--- src/design/aivs_pkg.sv ---
// Constants and encodings for the analog input value substitution block
// Notes on behaviour
// [RULE1] After reset or parameter commit, report 7FFF per channel until its first new sample.
// [RULE2] Without load supply every channel reports 7FFF, in run or stop alike.
// [RULE3] Supply present and valid parameters give live values, independent of run or stop.
// [RULE4] Nominal, overshoot and underrange samples pass unchanged in both formats.
// [RULE5] Overflow gives 7FFF signed, or overshoot end plus one with overflow bit in legacy.
// [RULE6] Underflow gives 8000 signed, or underrange end minus one with overflow bit in legacy.
// [RULE7] Absent or invalid parameters give 7FFF in both formats.
// [RULE8] A deactivated channel always reports 7FFF whatever its terminals see.
// [RULE9] The configuring master deactivates every unused channel.
// [RULE10] Channel values are 16-bit two's-complement numbers.
// [RULE11] Bit 15 carries the sign, zero positive and one negative.
// [RULE12] Priority: deactivated, no supply, bad parameters, no sample, over/underflow, measured.
package aivs_pkg;
   localparam int NCH = 2;
   localparam int ADDR_W = 8;
   localparam int DATA_W = 32;
   localparam int WORD_W = 16;
   localparam int FIFO_DEPTH = 16;
   localparam int FIFO_W = WORD_W + 1;

   // Substitute codes
   localparam logic [15:0] CODE_SUBST = 16'h7fff;
   localparam logic [15:0] CODE_UNDER = 16'h8000;
   localparam logic [15:0] OVS_END = 16'h7eff;
   localparam logic [15:0] UNR_END = 16'h8100;
   localparam logic [15:0] OVF_MASK = 16'h0001;
   localparam logic [15:0] LEG_OVER = OVS_END + 16'h0001;
   localparam logic [15:0] LEG_UNDER = UNR_END - 16'h0001;

   // Register byte offsets
   localparam logic [7:0] CTRL_OFF = 8'h00;
   localparam logic [7:0] STATUS_OFF = 8'h04;
   localparam logic [7:0] DATA0_OFF = 8'h08;
   localparam logic [7:0] DATA1_OFF = 8'h0c;
   localparam logic [7:0] FIFO_OFF = 8'h10;

   // Control fields
   localparam int CTRL_PARAM_BIT = 0;
   localparam int CTRL_LEGACY_BIT = 1;
   localparam int CTRL_DEACT_LSB = 2;
   localparam logic CTRL_PARAM_RST = 1'b0;
   localparam logic CTRL_LEGACY_RST = 1'b0;
   localparam logic [1:0] CTRL_DEACT_RST = 2'h0;

   // Status fields
   localparam int STAT_SUPPLY_BIT = 0;
   localparam int STAT_SEEN_LSB = 1;
   localparam int STAT_FIFO_BIT = 3;

   // Fifo read word fields
   localparam int FIFO_CH_BIT = 16;
   localparam int FIFO_VALID_BIT = 31;

   localparam logic [1:0] RESP_OKAY = 2'h0;
   localparam logic [1:0] RESP_SLVERR = 2'h2;

   typedef enum logic {WR_IDLE, WR_RESP} aivs_wr_st_t;
   typedef enum logic {RD_IDLE, RD_RESP} aivs_rd_st_t;
endpackage

--- src/design/aivs_top.sv ---
// Sample fifo and the value substitution top with its AXI4-Lite register slave
//
// Local design decisions: the register offsets and the AXI4-Lite register port.
`timescale 1ns/1ps

module aivs_fifo #(
   parameter int WIDTH = 17,
   parameter int DEPTH = 16
) (
   input wire logic i_sys_clk,
   input wire logic i_reset,
   input wire logic i_push_valid,
   output logic o_push_ready,
   input wire logic [WIDTH-1:0] i_push_data,
   output logic o_pop_valid,
   input wire logic i_pop_ready,
   output logic [WIDTH-1:0] o_pop_data
);
   localparam int AW = $clog2(DEPTH);
   localparam logic [AW:0] FULL_CNT = (AW+1)'(DEPTH);
   logic [WIDTH-1:0] mem_q [DEPTH];
   logic [AW-1:0] wr_q;
   logic [AW-1:0] rd_q;
   logic [AW:0] cnt_q;
   logic [AW:0] cnt_d;
   logic push;
   logic pop;

   assign push = i_push_valid && o_push_ready;
   assign pop = o_pop_valid && i_pop_ready;
   assign o_pop_data = mem_q[rd_q];

   always_comb begin
      cnt_d = cnt_q;
      if (push && !pop) begin
         cnt_d = cnt_q + 1'b1;
      end else if (pop && !push) begin
         cnt_d = cnt_q - 1'b1;
      end
   end

   always_ff @(posedge i_sys_clk) begin
      if (i_reset) begin
         cnt_q <= '0;
         o_push_ready <= 1'b1;
         o_pop_valid <= 1'b0;
      end else begin
         cnt_q <= cnt_d;
         o_push_ready <= (cnt_d != FULL_CNT);
         o_pop_valid <= (cnt_d != '0);
      end
   end

   always_ff @(posedge i_sys_clk) begin
      if (i_reset) begin
         wr_q <= '0;
         rd_q <= '0;
      end else begin
         if (push) begin
            wr_q <= wr_q + 1'b1;
         end
         if (pop) begin
            rd_q <= rd_q + 1'b1;
         end
      end
   end

   always_ff @(posedge i_sys_clk) begin
      if (push) begin
         mem_q[wr_q] <= i_push_data;
      end
   end
endmodule

module aivs_top
   import aivs_pkg::*;
(
   input wire logic i_sys_clk,
   input wire logic i_reset,
   input wire logic i_supply_ok,
   input wire logic i_smp_valid,
   input wire logic i_smp_ch,
   input wire logic [15:0] i_smp_code,
   input wire logic i_smp_ovf,
   input wire logic i_smp_unf,
   output logic o_smp_ready,
   input wire logic i_awvalid,
   output logic o_awready,
   input wire logic [ADDR_W-1:0] i_awaddr,
   input wire logic i_wvalid,
   output logic o_wready,
   input wire logic [DATA_W-1:0] i_wdata,
   input wire logic [3:0] i_wstrb,
   output logic o_bvalid,
   input wire logic i_bready,
   output logic [1:0] o_bresp,
   input wire logic i_arvalid,
   output logic o_arready,
   input wire logic [ADDR_W-1:0] i_araddr,
   output logic o_rvalid,
   input wire logic i_rready,
   output logic [DATA_W-1:0] o_rdata,
   output logic [1:0] o_rresp
);
   aivs_wr_st_t wr_st_q;
   aivs_rd_st_t rd_st_q;
   logic aw_got_q;
   logic w_got_q;
   logic [ADDR_W-1:0] awaddr_q;
   logic [DATA_W-1:0] wdata_q;
   logic wstrb0_q;
   logic param_ok_q;
   logic legacy_q;
   logic [NCH-1:0] deact_q;
   logic [NCH-1:0] seen_q;
   logic [NCH-1:0] seen_d;
   logic [15:0] code_q [NCH];
   logic [NCH-1:0] ovf_q;
   logic [NCH-1:0] unf_q;
   logic wr_fire;
   logic commit;
   logic smp_fire;
   logic [15:0] push_word;
   logic ar_fire;
   logic fifo_pop;
   logic fifo_valid;
   logic [FIFO_W-1:0] fifo_data;
   logic [DATA_W-1:0] rd_mux;
   logic [15:0] ch_word [NCH];

   // Substituted input word; earlier tests win
   function automatic logic [15:0] subst(input logic deact, input logic supply, input logic param,
                                         input logic seen, input logic legacy, input logic ovf,
                                         input logic unf, input logic [15:0] code);
      logic [15:0] w;
      w = code;                                           // see [RULE3] see [RULE4] see [RULE10]
      if (deact) begin
         w = CODE_SUBST;                                  // see [RULE8] see [RULE12]
      end else if (!supply) begin
         w = CODE_SUBST;                                  // see [RULE2]
      end else if (!param) begin
         w = CODE_SUBST;                                  // see [RULE7]
      end else if (!seen) begin
         w = CODE_SUBST;                                  // see [RULE1]
      end else if (ovf) begin
         w = legacy ? (LEG_OVER | OVF_MASK) : CODE_SUBST; // see [RULE5]
      end else if (unf) begin
         w = legacy ? (LEG_UNDER | OVF_MASK) : CODE_UNDER; // see [RULE6]
      end
      return w;
   endfunction

   function automatic logic mapped(input logic [ADDR_W-1:0] a);
      return (a == CTRL_OFF) || (a == STATUS_OFF) || (a == DATA0_OFF) || (a == DATA1_OFF) ||
             (a == FIFO_OFF);
   endfunction

   // Write channel
   assign wr_fire = (wr_st_q == WR_IDLE) && aw_got_q && w_got_q;

   always_ff @(posedge i_sys_clk) begin
      if (i_reset) begin
         wr_st_q <= WR_IDLE;
         aw_got_q <= 1'b0;
         w_got_q <= 1'b0;
         o_awready <= 1'b1;
         o_wready <= 1'b1;
         o_bvalid <= 1'b0;
         o_bresp <= RESP_OKAY;
         awaddr_q <= '0;
         wdata_q <= '0;
         wstrb0_q <= 1'b0;
      end else begin
         case (wr_st_q)
            WR_IDLE: begin
               if (i_awvalid && o_awready) begin
                  awaddr_q <= i_awaddr;
                  aw_got_q <= 1'b1;
                  o_awready <= 1'b0;
               end
               if (i_wvalid && o_wready) begin
                  wdata_q <= i_wdata;
                  wstrb0_q <= i_wstrb[0];
                  w_got_q <= 1'b1;
                  o_wready <= 1'b0;
               end
               if (wr_fire) begin
                  aw_got_q <= 1'b0;
                  w_got_q <= 1'b0;
                  o_bvalid <= 1'b1;
                  o_bresp <= mapped(awaddr_q) ? RESP_OKAY : RESP_SLVERR;
                  wr_st_q <= WR_RESP;
               end
            end
            WR_RESP: begin
               if (i_bready) begin
                  o_bvalid <= 1'b0;
                  o_awready <= 1'b1;
                  o_wready <= 1'b1;
                  wr_st_q <= WR_IDLE;
               end
            end
            default: wr_st_q <= WR_IDLE;
         endcase
      end
   end

   // Control register; writing the parameter flag as one is a parameter commit
   assign commit = wr_fire && (awaddr_q == CTRL_OFF) && wstrb0_q && wdata_q[CTRL_PARAM_BIT];

   always_ff @(posedge i_sys_clk) begin
      if (i_reset) begin
         param_ok_q <= CTRL_PARAM_RST;
         legacy_q <= CTRL_LEGACY_RST;
         deact_q <= CTRL_DEACT_RST;
      end else if (wr_fire && (awaddr_q == CTRL_OFF) && wstrb0_q) begin
         param_ok_q <= wdata_q[CTRL_PARAM_BIT];
         legacy_q <= wdata_q[CTRL_LEGACY_BIT];
         deact_q <= wdata_q[CTRL_DEACT_LSB +: NCH];
      end
   end

   // Sample intake, stalled by the fifo
   assign smp_fire = i_smp_valid && o_smp_ready;
   assign push_word = subst(deact_q[i_smp_ch], i_supply_ok, param_ok_q, 1'b1, legacy_q,
                            i_smp_ovf, i_smp_unf, i_smp_code);

   generate
      for (genvar c = 0; c < NCH; c++) begin : g_ch
         logic hit;
         assign hit = smp_fire && (i_smp_ch == 1'(c));
         // A sample in the commit cycle still counts as the first conversion
         assign seen_d[c] = hit || (seen_q[c] && !commit); // see [RULE1]

         always_ff @(posedge i_sys_clk) begin
            if (i_reset) begin
               seen_q[c] <= 1'b0;
               code_q[c] <= '0;
               ovf_q[c] <= 1'b0;
               unf_q[c] <= 1'b0;
            end else begin
               seen_q[c] <= seen_d[c];
               if (hit) begin
                  code_q[c] <= i_smp_code;
                  ovf_q[c] <= i_smp_ovf;
                  unf_q[c] <= i_smp_unf;
               end
            end
         end

         assign ch_word[c] = subst(deact_q[c], i_supply_ok, param_ok_q, seen_q[c], legacy_q,
                                   ovf_q[c], unf_q[c], code_q[c]);
      end
   endgenerate

   aivs_fifo #(
      .WIDTH(FIFO_W),
      .DEPTH(FIFO_DEPTH)
   ) aivs_fifo_i (
      .i_sys_clk(i_sys_clk),
      .i_reset(i_reset),
      .i_push_valid(i_smp_valid),
      .o_push_ready(o_smp_ready),
      .i_push_data({i_smp_ch, push_word}),
      .o_pop_valid(fifo_valid),
      .i_pop_ready(fifo_pop),
      .o_pop_data(fifo_data)
   );

   // Read channel
   assign ar_fire = (rd_st_q == RD_IDLE) && i_arvalid && o_arready;
   assign fifo_pop = ar_fire && (i_araddr == FIFO_OFF) && fifo_valid;

   always_comb begin
      rd_mux = '0;
      if (i_araddr == CTRL_OFF) begin
         rd_mux[CTRL_PARAM_BIT] = param_ok_q;
         rd_mux[CTRL_LEGACY_BIT] = legacy_q;
         rd_mux[CTRL_DEACT_LSB +: NCH] = deact_q;
      end else if (i_araddr == STATUS_OFF) begin
         rd_mux[STAT_SUPPLY_BIT] = i_supply_ok;
         rd_mux[STAT_SEEN_LSB +: NCH] = seen_q;
         rd_mux[STAT_FIFO_BIT] = fifo_valid;
      end else if (i_araddr == DATA0_OFF) begin
         rd_mux[WORD_W-1:0] = ch_word[0]; // see [RULE11]
      end else if (i_araddr == DATA1_OFF) begin
         rd_mux[WORD_W-1:0] = ch_word[1]; // see [RULE11]
      end else if (i_araddr == FIFO_OFF) begin
         if (fifo_valid) begin
            rd_mux[FIFO_W-1:0] = fifo_data;
            rd_mux[FIFO_VALID_BIT] = 1'b1;
         end
      end
   end

   always_ff @(posedge i_sys_clk) begin
      if (i_reset) begin
         rd_st_q <= RD_IDLE;
         o_arready <= 1'b1;
         o_rvalid <= 1'b0;
         o_rdata <= '0;
         o_rresp <= RESP_OKAY;
      end else begin
         case (rd_st_q)
            RD_IDLE: begin
               if (ar_fire) begin
                  o_rdata <= rd_mux;
                  o_rresp <= mapped(i_araddr) ? RESP_OKAY : RESP_SLVERR;
                  o_rvalid <= 1'b1;
                  o_arready <= 1'b0;
                  rd_st_q <= RD_RESP;
               end
            end
            RD_RESP: begin
               if (i_rready) begin
                  o_rvalid <= 1'b0;
                  o_arready <= 1'b1;
                  rd_st_q <= RD_IDLE;
               end
            end
            default: rd_st_q <= RD_IDLE;
         endcase
      end
   end

   // Checks
   logic live;
   assign live = !deact_q[i_smp_ch] && i_supply_ok && param_ok_q;

   AST_DEACT: assert property (@(posedge i_sys_clk) disable iff (i_reset) // see [RULE8]
      smp_fire && deact_q[i_smp_ch] |-> push_word == CODE_SUBST)
      else $error("deactivated channel did not give 7fff");
   AST_NO_SUPPLY: assert property (@(posedge i_sys_clk) disable iff (i_reset) // see [RULE2]
      ar_fire && (i_araddr == DATA0_OFF) && !i_supply_ok |=> o_rvalid && o_rdata == 32'h0000_7fff)
      else $error("missing supply did not give 7fff");
   AST_NO_PARAM: assert property (@(posedge i_sys_clk) disable iff (i_reset) // see [RULE7]
      ar_fire && (i_araddr == DATA1_OFF) && !param_ok_q |=> o_rdata[15:0] == 16'h7fff)
      else $error("absent parameters did not give 7fff");
   AST_FIRST: assert property (@(posedge i_sys_clk) disable iff (i_reset) // see [RULE1]
      commit && !(smp_fire && !i_smp_ch) |=> !seen_q[0] && ch_word[0] == CODE_SUBST)
      else $error("commit did not restore 7fff before first sample");
   AST_LIVE: assert property (@(posedge i_sys_clk) disable iff (i_reset) // see [RULE3] see [RULE4]
      smp_fire && live && !i_smp_ovf && !i_smp_unf |-> push_word == i_smp_code)
      else $error("measured value altered");
   AST_OVER: assert property (@(posedge i_sys_clk) disable iff (i_reset) // see [RULE5]
      smp_fire && live && i_smp_ovf |-> push_word == (legacy_q ? 16'h7f01 : 16'h7fff))
      else $error("overflow code wrong");
   AST_UNDER: assert property (@(posedge i_sys_clk) disable iff (i_reset) // see [RULE6]
      smp_fire && live && !i_smp_ovf && i_smp_unf |-> push_word == (legacy_q ? 16'h80ff : 16'h8000))
      else $error("underflow code wrong");
   AST_SIGN: assert property (@(posedge i_sys_clk) disable iff (i_reset) // see [RULE10] see [RULE11]
      smp_fire && live && !i_smp_ovf && !i_smp_unf |-> push_word[15] == i_smp_code[15])
      else $error("sign bit lost");
   AST_PRIO: assert property (@(posedge i_sys_clk) disable iff (i_reset) // see [RULE12]
      smp_fire && !i_supply_ok && (i_smp_ovf || i_smp_unf) |-> push_word == CODE_SUBST)
      else $error("substitution priority wrong");
   AST_RHOLD: assert property (@(posedge i_sys_clk) disable iff (i_reset)
      o_rvalid && !i_rready |=> o_rvalid && $stable(o_rdata))
      else $error("read data not held");

   COV_LIVE: cover property (@(posedge i_sys_clk) disable iff (i_reset) smp_fire && live);
   COV_FULL: cover property (@(posedge i_sys_clk) disable iff (i_reset) i_smp_valid && !o_smp_ready);
   COV_COMMIT: cover property (@(posedge i_sys_clk) disable iff (i_reset) commit ##[1:50] smp_fire);
endmodule

--- config.mk ---
export PLATFORM = sky130hd
export DESIGN_NAME = aivs_top
export DESIGN_NICKNAME = d
export VERILOG_FILES = /design/src/design/aivs_pkg.sv /design/src/design/aivs_top.sv
export SDC_FILE = /design/constraint.sdc
export NUM_CORES = 1
export LEC_CHECK = 0
export BUFFER_PORTS_ARGS = -buffer_cell sky130_fd_sc_hd__buf_4
export CAP_MARGIN = 20
export CORE_ASPECT_RATIO = 0.6
export CORE_MARGIN = 3
export CORE_UTILIZATION = 54
export DETAILED_ROUTE_END_ITERATION = 8
export GPL_TIMING_DRIVEN = 0
export HOLD_SLACK_MARGIN = 0.08
export PLACE_DENSITY = 0.8
export SYNTH_ARGS = -nofsm -noshare
export SYNTH_HDL_FRONTEND = slang
export SYNTH_SLANG_ARGS = --single-unit
--- constraint.sdc ---
create_clock -name i_sys_clk -period 2.65 [get_ports i_sys_clk]
set_input_delay 0.1325 -clock i_sys_clk [delete_from_list [all_inputs] [get_ports i_sys_clk]]
set_output_delay 0.1325 -clock i_sys_clk [all_outputs]
set_load 0.02 [all_outputs]
==> flow_summary.ini <==
[routing]
drtPass1Iterations = 7
met3_length_um = 6310
ant_nets = 0
routed.top_layer = met5
routed_wl_um = 42600
drc = 0
wl_met1_um = 16200
met2RoutedLength_um = 18700
num_vias = 10000
drt_iter0_markers = 1387
vias_per_cell = 6.40
wire_per_inst_um = 27.2

[synth]
ys_async_sr_fraction = 0
synth_edf_count = 304
synth_ff_type = edfxtp_1
synth-seq-cells = 375
postSynthAreaPerCell_um2 = 15.5
ys_seq_area_frac = 0.687
yosysWarningCount = 0
synth_cell_types = 59
postSynthCellCount = 989
syn_area_um2 = 15400

[final_layout]
final_cell_area_um2 = 18400
fin_nets = 1266
num-fill-cells = 1830
area_growth_pct = 20.0
multiInputGateArea_um2 = 4510
seq_area_um2 = 10600
diodes = 0
utilization = 0.665
final_cell_mix = edfxtp_1, buf_4, mux4_2
layoutNonFillerInstCount = 1569
drive_gt1_frac = 0.248
final_common_cell = edfxtp_1

[setup_path]
worstSetupPathType = flip-flop to flip-flop
crit_start = aivs_fifo_i.o_push_ready
path_cells = and2_1 -> clkbuf_1 -> nand2_1 -> nor2_2 -> buf_8
cp_slowest_cell = nor2_2
critical_path.max_stage_delay_ns = 0.73
required_ns = 2.92
arrival_ns = 2.89
worstSetupEndpointType = flip-flop
critPathLaunchType = flip-flop
reg2reg_depth = 5
r2r_start = aivs_fifo_i.o_push_ready
path_max_fanout = 10

[cts]
cts_buffers = 31
cts_tree = built
root_buffer = clkbuf_16
htree_levels = 1
cts.sinks = 375
path_clk_slew_ns = 0.07
clock_latency_ns = 0.58
ctsLongestPathBuffers = 3

[pwr]
total_leakage_power_uw = 0.00658
cellPowerDensity_nw_per_um2 = 636
peakVddDrop_mv = 0.528
p_total_uw = 11700

[sta]
hold_viol_final = 0
timing.hold.ws_ns = 0.160
worstMarginPinSlew_ns = 0.998
layout_min_cycle_time_ns = 2.63
setup_violations = 0
relSlewSlack = 0.330
min_period_over_period = 0.991
rsz0062_at_grt = true
slew_violations = 0
finalClockSkew_ns = 0.0210
timing.fmax_mhz = 381

[place]
gp_congestion = 1.00
placed_area_um2 = 16900
post-dp-hpwl_um = 28600
portBuffers = 71
placed_cells = 1468

[min_path]
hold_start = i_smp_valid
hold_path.class = input port to flip-flop
worstHoldPathCells = 4

[die]
rows = 47
die_w_um = 224
coreArea_um2 = 27800
die_area_um2 = 30600
die_y_um = 137
ioPinCount = 122
start_util = 0.554

[job]
maxCapViolCount = 0

[grt]
overflow = 0
antenna_found_initial = 0
grt_pass1_vias = 9734
grt_max_degree = 20
grt_pass1_wl_um = 61900
track_usage = 0.279

[status]
status = complete, no violations
==> layer usage <==
layer | up-vias | GRT usage
met3 | 117 | 0.105
met5 | - | 0
met4 | 2 | 0.0720
met1 | 4962 | 0.391
met2 | 789 | 0.418
li1 | 4171 | -
==> worst max-delay path, delay by kind of cell, from the launching register on <==
family,cells,cell delay [ns]
flip-flops,1,0.35
buffers and inverters,2,0.66
AND/OR/NAND/NOR,3,1.29
==> logic make-up (layout without fill, tap and decap cells) <==
kind of cell | Yosys count | in the layout | synth area share
other | 1 | 16 | 0.000244
XOR/XNOR | 9 | 9 | 0.00513
flip-flops | 375 | 375 | 0.687
AND/OR/NAND/NOR | 229 | 229 | 0.0752
buffers and inverters | 103 | 301 | 0.0303
multiplexers | 105 | 105 | 0.132
adder cells (fa/ha/maj) | 7 | 7 | 0.00570
AO/OA/AOI/OAI | 160 | 160 | 0.0651
==> cell type report <==
type	instances	area share
Tap cell	367	0.0249
Multi-Input combinational cell	526	0.244
Buffer	78	0.0227
Inverter	24	0.00488
Sequential cell	375	0.572
Clock buffer	32	0.0423
Timing Repair Buffer	143	0.0772
Clock inverter	24	0.0117
==> through the flow <==
| step | worst slack (ns) | setup TNS [ns] |
|---|---|---|
| final | 0.0245 | 0 |
| after detailed placement | -0.551 | -4.91 |
| after floorplan | 0.250 | 0 |
| after global routing | -0.0690 | -0.932 |
| after global placement | -0.656 | -149.85 |
| after CTS | 0.0175 | 0 |
==> repair_timing <==
item                                    4_1_cts  5_1_grt
setup buffers                                 0        4
hold buffers                                 36        0
pin swaps                                     0        1
endpoints found under the hold margin        69        0
endpoints found under the setup margin       16      105
gates resized for setup                      18       23
==> synth_stat cells (all sizes together) (12+ instances only) <==
cell    number  share of area
nand2       46          0.011
edfxtp     304           0.59
and2        30          0.012
nor2b       16         0.0065
nor4        12         0.0059
inv         24         0.0059
mux4        78           0.11
a211oi      13         0.0064
a21oi       44          0.015
clkbuf      50          0.012
nor3        14         0.0046
buf         29          0.012
o21ai       53          0.018
mux2i       27          0.018
dfxtp       71          0.092
nor2        69          0.017
==> final timing paths <==
| kind | end | slack (ns) |
|---|---|---|
| worst max register to register | aivs_fifo_i.mem_q[7][14] | 0.02 |
| worst min register to register | o_rdata[7] | 0.46 |
| worst max-delay path | aivs_fifo_i.mem_q[7][14] | 0.02 |
| worst min-delay path | aivs_fifo_i.cnt_q[1] | 0.16 |
==> flip-flops by register name, summed over array words and instances (netlist names), 2 cells and up, named ones only <==
signal	count
aivs_fifo_i.mem_q	272
code_q	32
o_rdata	18
aivs_fifo_i.wr_q	4
ovf_q	2
wdata_q	4
awaddr_q	8
aivs_fifo_i.cnt_q	5
seen_q	2
deact_q	2
unf_q	2
aivs_fifo_i.rd_q	4
==> report_power, final <==
group | total, uW | switching [uW] | internal (uW) | leakage (uW)
clock network | 4640 | 2120 | 2520 | 0.000479
registers | 6440 | 49.8 | 6390 | 0.00374
logic | 655 | 409 | 246 | 0.00236
(Power assumes the default switching activity.)
